--- config.mk ---
export PLATFORM = sky130hd
export DESIGN_NAME = quad_spi_flash_port
export DESIGN_NICKNAME = d
export VERILOG_FILES = /design/src/verilog/qspi_port_pkg.sv /design/src/verilog/flash_shifter.sv /design/src/verilog/quad_spi_flash_port.sv
export SDC_FILE = /design/constraint.sdc
export NUM_CORES = 2
export LEC_CHECK = 0
export BUFFER_PORTS_ARGS = -buffer_cell sky130_fd_sc_hd__buf_2
export CAP_MARGIN = 30
export CORE_MARGIN = 2
export CORE_UTILIZATION = 55
export DETAILED_ROUTE_END_ITERATION = 10
export GPL_TIMING_DRIVEN = 0
export PLACE_DENSITY = 0.77
export SYNTH_ARGS = -nofsm -noshare
export SYNTH_HDL_FRONTEND = slang
export SYNTH_SLANG_ARGS = --single-unit
--- constraint.sdc ---
create_clock -name sys_clk -period 4.4 [get_ports sys_clk]
set_clock_uncertainty 0.2 [all_clocks]
set_input_delay 0.66 -clock sys_clk [delete_from_list [all_inputs] [get_ports sys_clk]]
set_output_delay 0.66 -clock sys_clk [all_outputs]
set_load 0.05 [all_outputs]
--- src/verilog/qspi_port_pkg.sv ---
// constants shared by the quad serial flash port and its shift engine
// assumes a single 125 MHz system clock; no software registers
package qspi_port_pkg;

  // ==========================================================
  // clock rates and serial clock divider
  localparam int SYS_CLK_MHZ  = 125;
  localparam int SCK_FAST_MHZ = 32;
  localparam int SCK_SLOW_MHZ = 16;
  // half periods round up so the serial clock never exceeds the limit
  localparam int HALF_FAST =
    (SYS_CLK_MHZ + 2 * SCK_FAST_MHZ - 1) / (2 * SCK_FAST_MHZ);
  localparam int HALF_SLOW =
    (SYS_CLK_MHZ + 2 * SCK_SLOW_MHZ - 1) / (2 * SCK_SLOW_MHZ);

  // ==========================================================
  // system address window
  localparam logic [11:0] WINDOW_TOP = 12'h100;
  localparam logic [20:0] CAP_128K   = 21'h020000;
  localparam logic [20:0] CAP_512K   = 21'h080000;
  localparam logic [20:0] CAP_1M     = 21'h100000;

  // ==========================================================
  // flash commands and phase lengths
  localparam logic [7:0] CMD_READ   = 8'h03;
  localparam logic [7:0] CMD_PROG   = 8'h02;
  localparam logic [7:0] CMD_QREAD  = 8'h6B;
  localparam logic [5:0] BITS_CMDAD = 6'h20;
  localparam logic [5:0] BITS_PROG  = 6'h28;
  localparam logic [5:0] BITS_BYTE  = 6'h08;
  localparam logic [3:0] QREAD_DUMMY = 4'h8;
  localparam logic [5:0] QREAD_BEATS = 6'h08;

  typedef enum logic [1:0] {
    CORE_SPI1,
    CORE_SWSHIFT,
    CORE_DIRECT,
    CORE_NONE
  } core_e;

endpackage : qspi_port_pkg

--- src/verilog/flash_shifter.sv ---
// serial shift engine: command/address out, dummy, data in (1 or 4 bit)
// assumes halfTick is a one-cycle enable at twice the serial clock rate
`timescale 1ns/1ps
module flash_shifter (
  input  wire logic        sys_clk,
  input  wire logic        reset,
  input  wire logic        halfTick,
  input  wire logic        start,
  input  wire logic [39:0] txBits,
  input  wire logic [5:0]  txCount,
  input  wire logic [3:0]  dummyCount,
  input  wire logic [5:0]  rxCount,
  input  wire logic        rxQuad,
  input  wire logic        keepCs,
  input  wire logic [3:0]  ioSync,
  output logic             busy,
  output logic             done,
  output logic [31:0]      rxData,
  output logic             sck,
  output logic             csN,
  output logic [3:0]       ioOut,
  output logic [3:0]       ioOe
);

  typedef enum logic [2:0] {S_IDLE, S_TX, S_DUMMY, S_RX, S_FINISH} sh_e;

  typedef struct packed {
    sh_e         st;
    logic        sck;
    logic        csN;
    logic [3:0]  ioOut;
    logic [3:0]  ioOe;
    logic [39:0] sh;
    logic [5:0]  cnt;
    logic [3:0]  dum;
    logic [5:0]  rxn;
    logic        quad;
    logic [31:0] rx;
    logic        done;
  } shift_s;

  shift_s q, d;

  // ==========================================================
  // next state
  always_comb begin
    d      = q;
    d.done = 1'b0;
    unique case (q.st)
      S_IDLE: begin
        d.csN  = ~keepCs;
        d.ioOe = 4'h0;
        if (start) begin
          d.csN  = 1'b0;
          d.sh   = txBits;
          d.dum  = dummyCount;
          d.rxn  = rxCount;
          d.quad = rxQuad;
          if (txCount != 6'h00) begin
            d.st    = S_TX;
            d.cnt   = txCount;
            d.ioOut = {3'h0, txBits[39]};
            d.ioOe  = 4'h1;
          end else begin
            d.st  = S_RX;
            d.cnt = rxCount;
          end
        end
      end
      S_FINISH: begin
        d.st   = S_IDLE;
        d.done = 1'b1;
        d.csN  = ~keepCs;
        d.ioOe = 4'h0;
      end
      default: begin
        if (halfTick && !q.sck) begin
          // rising edge
          d.sck = 1'b1;
        end else if (halfTick) begin
          // falling edge: advance to the next bit; the two-flop pin
          // delay leaves the bit launched at the last fall on ioSync now
          d.sck = 1'b0;
          d.cnt = q.cnt - 6'h01;
          if (q.st == S_RX) begin
            d.rx = q.quad ? {q.rx[27:0], ioSync} : {q.rx[30:0], ioSync[1]};
          end
          if (q.st == S_TX) begin
            d.sh    = {q.sh[38:0], 1'b0};
            d.ioOut = {3'h0, q.sh[38]};
          end
          if (q.cnt == 6'h01) begin
            d.ioOe = 4'h0;
            if (q.st == S_TX && q.dum != 4'h0) begin
              d.st  = S_DUMMY;
              d.cnt = {2'h0, q.dum};
            end else if (q.st != S_RX && q.rxn != 6'h00) begin
              d.st  = S_RX;
              d.cnt = q.rxn;
            end else begin
              d.st = S_FINISH;
            end
          end
        end
      end
    endcase
  end

  always_ff @(posedge sys_clk) begin
    if (reset) begin
      q     <= '0;
      q.st  <= S_IDLE;
      q.csN <= 1'b1;
    end else begin
      q <= d;
    end
  end

  assign busy   = (q.st != S_IDLE);
  assign done   = q.done;
  assign rxData = q.rx;
  assign sck    = q.sck;
  assign csN    = q.csN;
  assign ioOut  = q.ioOut;
  assign ioOe   = q.ioOe;

endmodule : flash_shifter

--- src/verilog/quad_spi_flash_port.sv ---
// quad serial flash port: three controller cores share one shift engine
// assumes requests come from logic on sys_clk; flash pins are asynchronous
//
// Operation
// serial clock never above 32 MHz
// three selectable cores master the interface
// single-bit core: indirect flash read and write
// software core only shifts bits
// direct core maps flash onto system addresses
// direct core generates command, address, data itself
// read cache serves repeated direct reads
// window 0x1000_0000 to 0x100F_FFFF decoded
// 128K, 512K, 1M capacities; window covers largest
// boost serial clock 32 MHz, else 16 MHz
// DMA granted before processor
// serial interface in its own rate domain
// only selected core drives the pins
// bus stalled until miss data arrives
`timescale 1ns/1ps
module quad_spi_flash_port #(
  parameter int CACHE_LINES = 16
) (
  input  wire logic        sys_clk,
  input  wire logic        reset,
  input  wire logic [1:0]  coreSel,
  input  wire logic        boost,
  input  wire logic [1:0]  flashSize,
  input  wire logic        cacheEnable,
  input  wire logic        cpuReq,
  input  wire logic [31:0] cpuAddr,
  input  wire logic        cpuWrite,
  input  wire logic        dmaReq,
  input  wire logic [31:0] dmaAddr,
  input  wire logic        dmaWrite,
  output logic             cpuAck,
  output logic             dmaAck,
  output logic             busErr,
  output logic [31:0]      busRdata,
  input  wire logic        indStart,
  input  wire logic        indWrite,
  input  wire logic [23:0] indAddr,
  input  wire logic [7:0]  indWdata,
  output logic [7:0]       indRdata,
  output logic             indDone,
  input  wire logic        swStart,
  input  wire logic        swOut,
  input  wire logic [7:0]  swByte,
  input  wire logic        swKeepCs,
  output logic [7:0]       swRdata,
  output logic             swDone,
  input  wire logic [3:0]  flashIoIn,
  output logic             flashSck,
  output logic             flashCsN,
  output logic [3:0]       flashIoOut,
  output logic [3:0]       flashIoOe
);

  localparam int IDX_W = $clog2(CACHE_LINES);
  localparam int TAG_W = 18 - IDX_W;

  if (CACHE_LINES < 2 || CACHE_LINES > 256 ||
      (CACHE_LINES & (CACHE_LINES - 1)) != 0) begin : g_bad_lines
    $error("CACHE_LINES must be a power of two from 2 to 256");
  end

  typedef enum logic [1:0] {T_IDLE, T_LOOKUP, T_FETCH, T_WAIT} top_e;

  typedef struct packed {
    top_e                                st;
    qspi_port_pkg::core_e                kind;
    logic                                owner;
    logic [2:0]                          div;
    logic                                tick;
    logic [3:0]                          ioS1;
    logic [3:0]                          ioS2;
    logic [23:0]                         opAddr;
    logic [7:0]                          opData;
    logic                                opWrite;
    logic                                engStart;
    logic [CACHE_LINES-1:0][31:0]        cData;
    logic [CACHE_LINES-1:0][TAG_W-1:0]   cTag;
    logic [CACHE_LINES-1:0]              cValid;
    logic                                cpuAck;
    logic                                dmaAck;
    logic                                err;
    logic [31:0]                         rdata;
    logic [7:0]                          indRdata;
    logic                                indDone;
    logic [7:0]                          swRdata;
    logic                                swDone;
  } port_s;

  port_s q, d;

  logic        engBusy;
  logic        engDone;
  logic [31:0] engRx;
  logic [39:0] engTx;
  logic [5:0]  engTxCnt;
  logic [3:0]  engDummy;
  logic [5:0]  engRxCnt;
  logic        engQuad;
  logic        engKeep;

  // ==========================================================
  // engine request multiplexer
  always_comb begin
    engTx    = '0;
    engTxCnt = '0;
    engDummy = '0;
    engRxCnt = '0;
    engQuad  = 1'b0;
    engKeep  = 1'b0;
    // one core steers engine
    unique case (q.kind)
      // single-bit indirect
      qspi_port_pkg::CORE_SPI1: begin
        engTx = {q.opWrite ? qspi_port_pkg::CMD_PROG : qspi_port_pkg::CMD_READ,
                 q.opAddr, q.opData};
        engTxCnt = q.opWrite ? qspi_port_pkg::BITS_PROG
                             : qspi_port_pkg::BITS_CMDAD;
        engRxCnt = q.opWrite ? 6'h00 : qspi_port_pkg::BITS_BYTE;
      end
      // raw shift only
      qspi_port_pkg::CORE_SWSHIFT: begin
        engTx    = {q.opData, 32'h0000_0000};
        engTxCnt = q.opWrite ? qspi_port_pkg::BITS_BYTE : 6'h00;
        engRxCnt = q.opWrite ? 6'h00 : qspi_port_pkg::BITS_BYTE;
        engKeep  = swKeepCs;
      end
      // hardware protocol
      qspi_port_pkg::CORE_DIRECT: begin
        engTx    = {qspi_port_pkg::CMD_QREAD, q.opAddr, 8'h00};
        engTxCnt = qspi_port_pkg::BITS_CMDAD;
        engDummy = qspi_port_pkg::QREAD_DUMMY;
        engRxCnt = qspi_port_pkg::QREAD_BEATS;
        engQuad  = 1'b1;
      end
      default: begin
        engTxCnt = '0;
      end
    endcase
  end

  // ==========================================================
  // request handling, arbitration and cache
  logic                 anyAck;
  logic                 pickDma;
  logic [31:0]          reqAddr;
  logic                 reqWrite;
  logic [20:0]          capacity;
  logic [IDX_W-1:0]     idx;
  logic                 hit;
  logic [2:0]           half;

  always_comb begin
    d          = q;
    d.cpuAck   = 1'b0;
    d.dmaAck   = 1'b0;
    d.indDone  = 1'b0;
    d.swDone   = 1'b0;
    d.engStart = 1'b0;
    d.ioS1     = flashIoIn;
    d.ioS2     = q.ioS1;
    // boost selects rate
    half = boost ? 3'(qspi_port_pkg::HALF_FAST)
                 : 3'(qspi_port_pkg::HALF_SLOW);
    // serial rate enable
    d.tick = (q.div >= half - 3'h1);
    d.div  = d.tick ? 3'h0 : q.div + 3'h1;
    // capacity select
    unique case (flashSize)
      2'h0:    capacity = qspi_port_pkg::CAP_128K;
      2'h1:    capacity = qspi_port_pkg::CAP_512K;
      default: capacity = qspi_port_pkg::CAP_1M;
    endcase
    anyAck   = q.cpuAck | q.dmaAck;
    // DMA first
    pickDma  = dmaReq;
    reqAddr  = pickDma ? dmaAddr : cpuAddr;
    reqWrite = pickDma ? dmaWrite : cpuWrite;
    idx      = q.opAddr[IDX_W+1:2];
    hit      = q.cValid[idx] && q.cTag[idx] == q.opAddr[19:IDX_W+2];
    unique case (q.st)
      T_IDLE: begin
        // core chosen by select
        if (coreSel == 2'(qspi_port_pkg::CORE_DIRECT) &&
            (dmaReq || cpuReq) && !anyAck) begin
          d.owner  = pickDma;
          d.kind   = qspi_port_pkg::CORE_DIRECT;
          d.opAddr = {4'h0, reqAddr[19:2], 2'h0};
          // window decode
          if (reqAddr[31:20] != qspi_port_pkg::WINDOW_TOP || reqWrite ||
              {1'b0, reqAddr[19:0]} >= capacity) begin
            d.err    = 1'b1;
            d.dmaAck = pickDma;
            d.cpuAck = !pickDma;
          end else begin
            // bus slave access
            d.st = T_LOOKUP;
          end
        end else if (coreSel == 2'(qspi_port_pkg::CORE_SPI1) && indStart) begin
          d.kind     = qspi_port_pkg::CORE_SPI1;
          d.opAddr   = indAddr;
          d.opData   = indWdata;
          d.opWrite  = indWrite;
          d.engStart = 1'b1;
          d.st       = T_WAIT;
        end else if (coreSel == 2'(qspi_port_pkg::CORE_SWSHIFT) &&
                     swStart) begin
          d.kind     = qspi_port_pkg::CORE_SWSHIFT;
          d.opData   = swByte;
          d.opWrite  = swOut;
          d.engStart = 1'b1;
          d.st       = T_WAIT;
        end
      end
      T_LOOKUP: begin
        // cache hit answers at once
        if (cacheEnable && hit) begin
          d.err    = 1'b0;
          d.rdata  = q.cData[idx];
          d.dmaAck = q.owner;
          d.cpuAck = !q.owner;
          d.st     = T_IDLE;
        end else begin
          d.engStart = 1'b1;
          d.st       = T_FETCH;
        end
      end
      T_FETCH: begin
        // hold bus until data shifted in
        if (engDone) begin
          d.err    = 1'b0;
          d.rdata  = {engRx[7:0], engRx[15:8], engRx[23:16], engRx[31:24]};
          d.dmaAck = q.owner;
          d.cpuAck = !q.owner;
          d.st     = T_IDLE;
          if (cacheEnable) begin
            d.cData[idx]  = d.rdata;
            d.cTag[idx]   = q.opAddr[19:IDX_W+2];
            d.cValid[idx] = 1'b1;
          end
        end
      end
      T_WAIT: begin
        if (engDone) begin
          d.st = T_IDLE;
          if (q.kind == qspi_port_pkg::CORE_SPI1) begin
            d.indRdata = engRx[7:0];
            d.indDone  = 1'b1;
            if (q.opWrite) begin
              d.cValid = '0;
            end
          end else begin
            d.swRdata = engRx[7:0];
            d.swDone  = 1'b1;
          end
        end
      end
    endcase
  end

  always_ff @(posedge sys_clk) begin
    if (reset) begin
      q      <= '0;
      q.st   <= T_IDLE;
      q.kind <= qspi_port_pkg::CORE_NONE;
    end else begin
      q <= d;
    end
  end

  flash_shifter u_shift (
    .sys_clk    (sys_clk),
    .reset      (reset),
    .halfTick   (q.tick),
    .start      (q.engStart),
    .txBits     (engTx),
    .txCount    (engTxCnt),
    .dummyCount (engDummy),
    .rxCount    (engRxCnt),
    .rxQuad     (engQuad),
    .keepCs     (engKeep),
    .ioSync     (q.ioS2),
    .busy       (engBusy),
    .done       (engDone),
    .rxData     (engRx),
    .sck        (flashSck),
    .csN        (flashCsN),
    .ioOut      (flashIoOut),
    .ioOe       (flashIoOe)
  );

  assign cpuAck   = q.cpuAck;
  assign dmaAck   = q.dmaAck;
  assign busErr   = q.err;
  assign busRdata = q.rdata;
  assign indRdata = q.indRdata;
  assign indDone  = q.indDone;
  assign swRdata  = q.swRdata;
  assign swDone   = q.swDone;
endmodule : quad_spi_flash_port

==> results.sh <==
export IMPL_status="finished with violations"
export IMPL_violations="negative setup slack"
export IMPL_relSlewSlack_pct=23.91
export IMPL_pwr_share_seq_pct=44.8
export IMPL_combPwrFrac_pct=9.7
export IMPL_syn_inst=4888
export IMPL_wl_met3_mm=22.60
export IMPL_layout_nets=5323
export IMPL_chipHeight_um=278.7
export IMPL_cts_setup_buffers=0
export IMPL_hold_class="primary input to flip-flop"
export IMPL_max_cap_violations=0
export IMPL_p_per_area_nw_per_um2=411.2
export IMPL_holdPathStages=2
export IMPL_viasPerCell=6.480
export IMPL_crit_buf_inv=9
export IMPL_final_common_cell="nand2_1"
export IMPL_vias=40440
export IMPL_layout_cells_non_filler=6241
export IMPL_layout_common_cells="nand2_1, dfxtp_1, a21oi_1"
export IMPL_cts_resized=26
export IMPL_num_fill_cells=6156
export IMPL_synth_area_top_cells="dfxtp_1, nand2_1, mux4_2"
export IMPL_fin_crit_sh_pct=105.1
export IMPL_r2r_cells=12
export IMPL_cpPeakStageDelay_ps=760
export IMPL_rows=100
export IMPL_timing_fmax_ghz=0.2163
export IMPL_grt_max_degree=15
export IMPL_core_area_um2=74570
export IMPL_setup_violations=54
export IMPL_grt_pass1_vias=37430
export IMPL_start_kind="flip-flop"
export IMPL_wl_per_cell_um=25.70
export IMPL_ys_ff_latch=943
export IMPL_hold_viol=0
export IMPL_p_sw_uw=5121
export IMPL_drtAntennaViolNets=0
export IMPL_holdBufCountCts=0
export IMPL_die_w_um=278.7
export IMPL_grt_overflow=0
export IMPL_grt_usage_pct=40.14
export IMPL_antenna_found_initial=3
export IMPL_cts_max_level=3
export IMPL_ys_warnings_count=0
export IMPL_wl_met1_mm=59.45
export IMPL_drive_gt1_share_pct=14.54
export IMPL_place_inst=6060
export IMPL_path_cells="buf_6 > buf_12 > buf_6 > buf_4 > clkbuf_4 > buf_1 > clkbuf_1 > buf_6 > mux4_2 > mux4_2 > inv_1 > o221ai_2"
export IMPL_clk_latency_ps=680
export IMPL_wl_met2_mm=66.49
export IMPL_cpMaxStageDelayCell="buf_1"
export IMPL_synth_edf_count=0
export IMPL_wl_mm=160.4
export IMPL_synth_area_leader_cell="dfxtp_1"
export IMPL_cp_max_fo=10
export IMPL_yosysSeqAreaShare_pct=45.47
export IMPL_synth_cell_types=78
export IMPL_path_class="flip-flop to flip-flop"
export IMPL_cts_buffers=97
export IMPL_async_reset_ff_share_pct=0
export IMPL_rsz0062_at_grt="yes"
export IMPL_cp_depth=12
export IMPL_dp_hpwl_mm=112.1
export IMPL_die_area_um2=77690
export IMPL_start_util_pct=55.67
export IMPL_cts_sink_count=943
export IMPL_crit_required_ps=4740
export IMPL_cts_root_buf="clkbuf_16"
export IMPL_tritoncts="yes"
export IMPL_reg2reg_slack_ps=-220
export IMPL_arrival_ps=4960
export IMPL_cp_end_kind="flip-flop"
export IMPL_final_max_slew_violation_count=0
export IMPL_portBuffers=180
export IMPL_synth_area_per_cell_um2=8.493
export IMPL_drt_pass1_iterations=9
export IMPL_gp_congestion=1.022
export IMPL_swShare_pct=26.19
export IMPL_worst_slack_ps=-224.0
export IMPL_fin_crit_ps=4624
export IMPL_syn_area_um2=41510
export IMPL_crit_family="buffers and inverters"
export IMPL_ioPinCount=188
export IMPL_fin_tns_setup_ps=-3123
export IMPL_path_common_cell="buf_6"
export IMPL_max_vdd_ir_drop_v=0.0003560
export IMPL_drt_initial_drc_count=6493
export IMPL_power_frac_clock_pct=45.5
export IMPL_hold_ws_ps=17.88
export IMPL_p_int_uw=14430
export IMPL_synth_top_area_share_pct=45.47
export IMPL_area_growth_pct=14.53
export IMPL_power_leakage_uw=0.01559
export IMPL_highest_layer="met4"
export IMPL_tightest_slew_ps=1141
export IMPL_route_detailed_drc=0
export IMPL_synth_flop_cell="dfxtp_1"
export IMPL_grt_pass1_wl_mm=234.4
export IMPL_clockBufferDepth=3
export IMPL_path_clk_slew_ps=60
[metrics by stage]
step	power (uW)	cell area (um^2)	utilization, %	setup slack, ps
3_5_place_dp	10720	43890	58.85	-844.4
4_1_cts	19370	47410	63.57	47.85
2_1_floorplan	10050	41530	-	1163
6_report	19550	47540	63.76	-224.0
5_1_grt	19890	47540	63.75	-79.94
3_3_place_gp	10700	43650	58.53	-788.4
[worst register-to-register path, stage by stage, from the launching register on]
cell and delay, ps:
dfxtp_1 330, buf_6 130, buf_12 190, buf_6 220, buf_4 290, clkbuf_4 420
buf_1 780, clkbuf_1 620, buf_6 260, mux4_2 350, mux4_2 500, inv_1 120
o221ai_2 100
[final timing paths]
path / end / from
max reg2reg: busRdata[17]$_SDFFE_PP0P_ / idx[1]$_SDFFE_PP0P_
min: d[839]$_SDFF_PP0_ / flashIoIn[0]
min reg2reg: q[842]$_SDFF_PP0_ / d[842]$_SDFF_PP0_
max: busRdata[17]$_SDFFE_PP0P_ / idx[1]$_SDFFE_PP0P_
[sequential cells by signal, indices dropped and copies added, names as in the netlist, 4 cells and up]
register / cells
u_shift.rxData: 32
d: 4
u_shift.q: 50
swRdata: 8
indRdata: 8
busRdata: 32
idx: 4
q: 795
[power groups by stage]
stage,Clock (uW),Combinational [uW],Sequential [uW]
2_1_floorplan,0,1130,8930
3_3_place_gp,0,1770,8930
3_5_place_dp,0,1790,8930
4_1_cts,8830,1800,8750
5_1_grt,9170,1970,8760
6_report,8900,1900,8750
[Yosys cell counts, types with 19 or more instances]
cell type	instances
nand2_1	1568
a211oi_1	123
nor2_1	219
buf_4	65
a22oi_1	65
inv_1	58
clkbuf_1	397
a21oi_1	792
o21ai_0	27
mux4_2	209
buf_2	28
nor3_1	23
nor4_1	25
mux2i_1	105
dfxtp_1	943
o221ai_2	20
nand3_1	19
[routing by layer]
layer	vias up	GRT usage, %
li1	17230	-
met1	19370	52.98
met2	3145	57.64
met3	696	11.76
met4	0	25.50
met5	-	0
[cell families after synthesis]
| logic type | Yosys count | share of synthesized area [%] |
|---|---|---|
| AND/OR/NAND/NOR | 1927 | 18.27 |
| AO/OA/AOI/OAI | 1087 | 15.22 |
| flip-flops | 943 | 45.47 |
| buffers and inverters | 576 | 6.088 |
| multiplexers | 334 | 14.45 |
| XOR/XNOR | 14 | 0.2954 |
| adder cells (fa/ha/maj) | 6 | 0.1808 |
| other | 1 | 0.009033 |
[area by class of cell]
class                   instances  area, um^2  share of cell area (%)
plain buffers                 514        2357                   4.958
clock buffers                 143        2944                   6.192
clock inverters                34       494.2                   1.040
inverters                      60       227.7                  0.4790
diodes                          2       5.005                 0.01053
flip-flops and latches        943       18880                   39.71
multi-input cells            3374       20250                   42.60
well taps                     969        1212                   2.550
repair buffers                202        1171                   2.463
(Power assumes the default switching activity.)
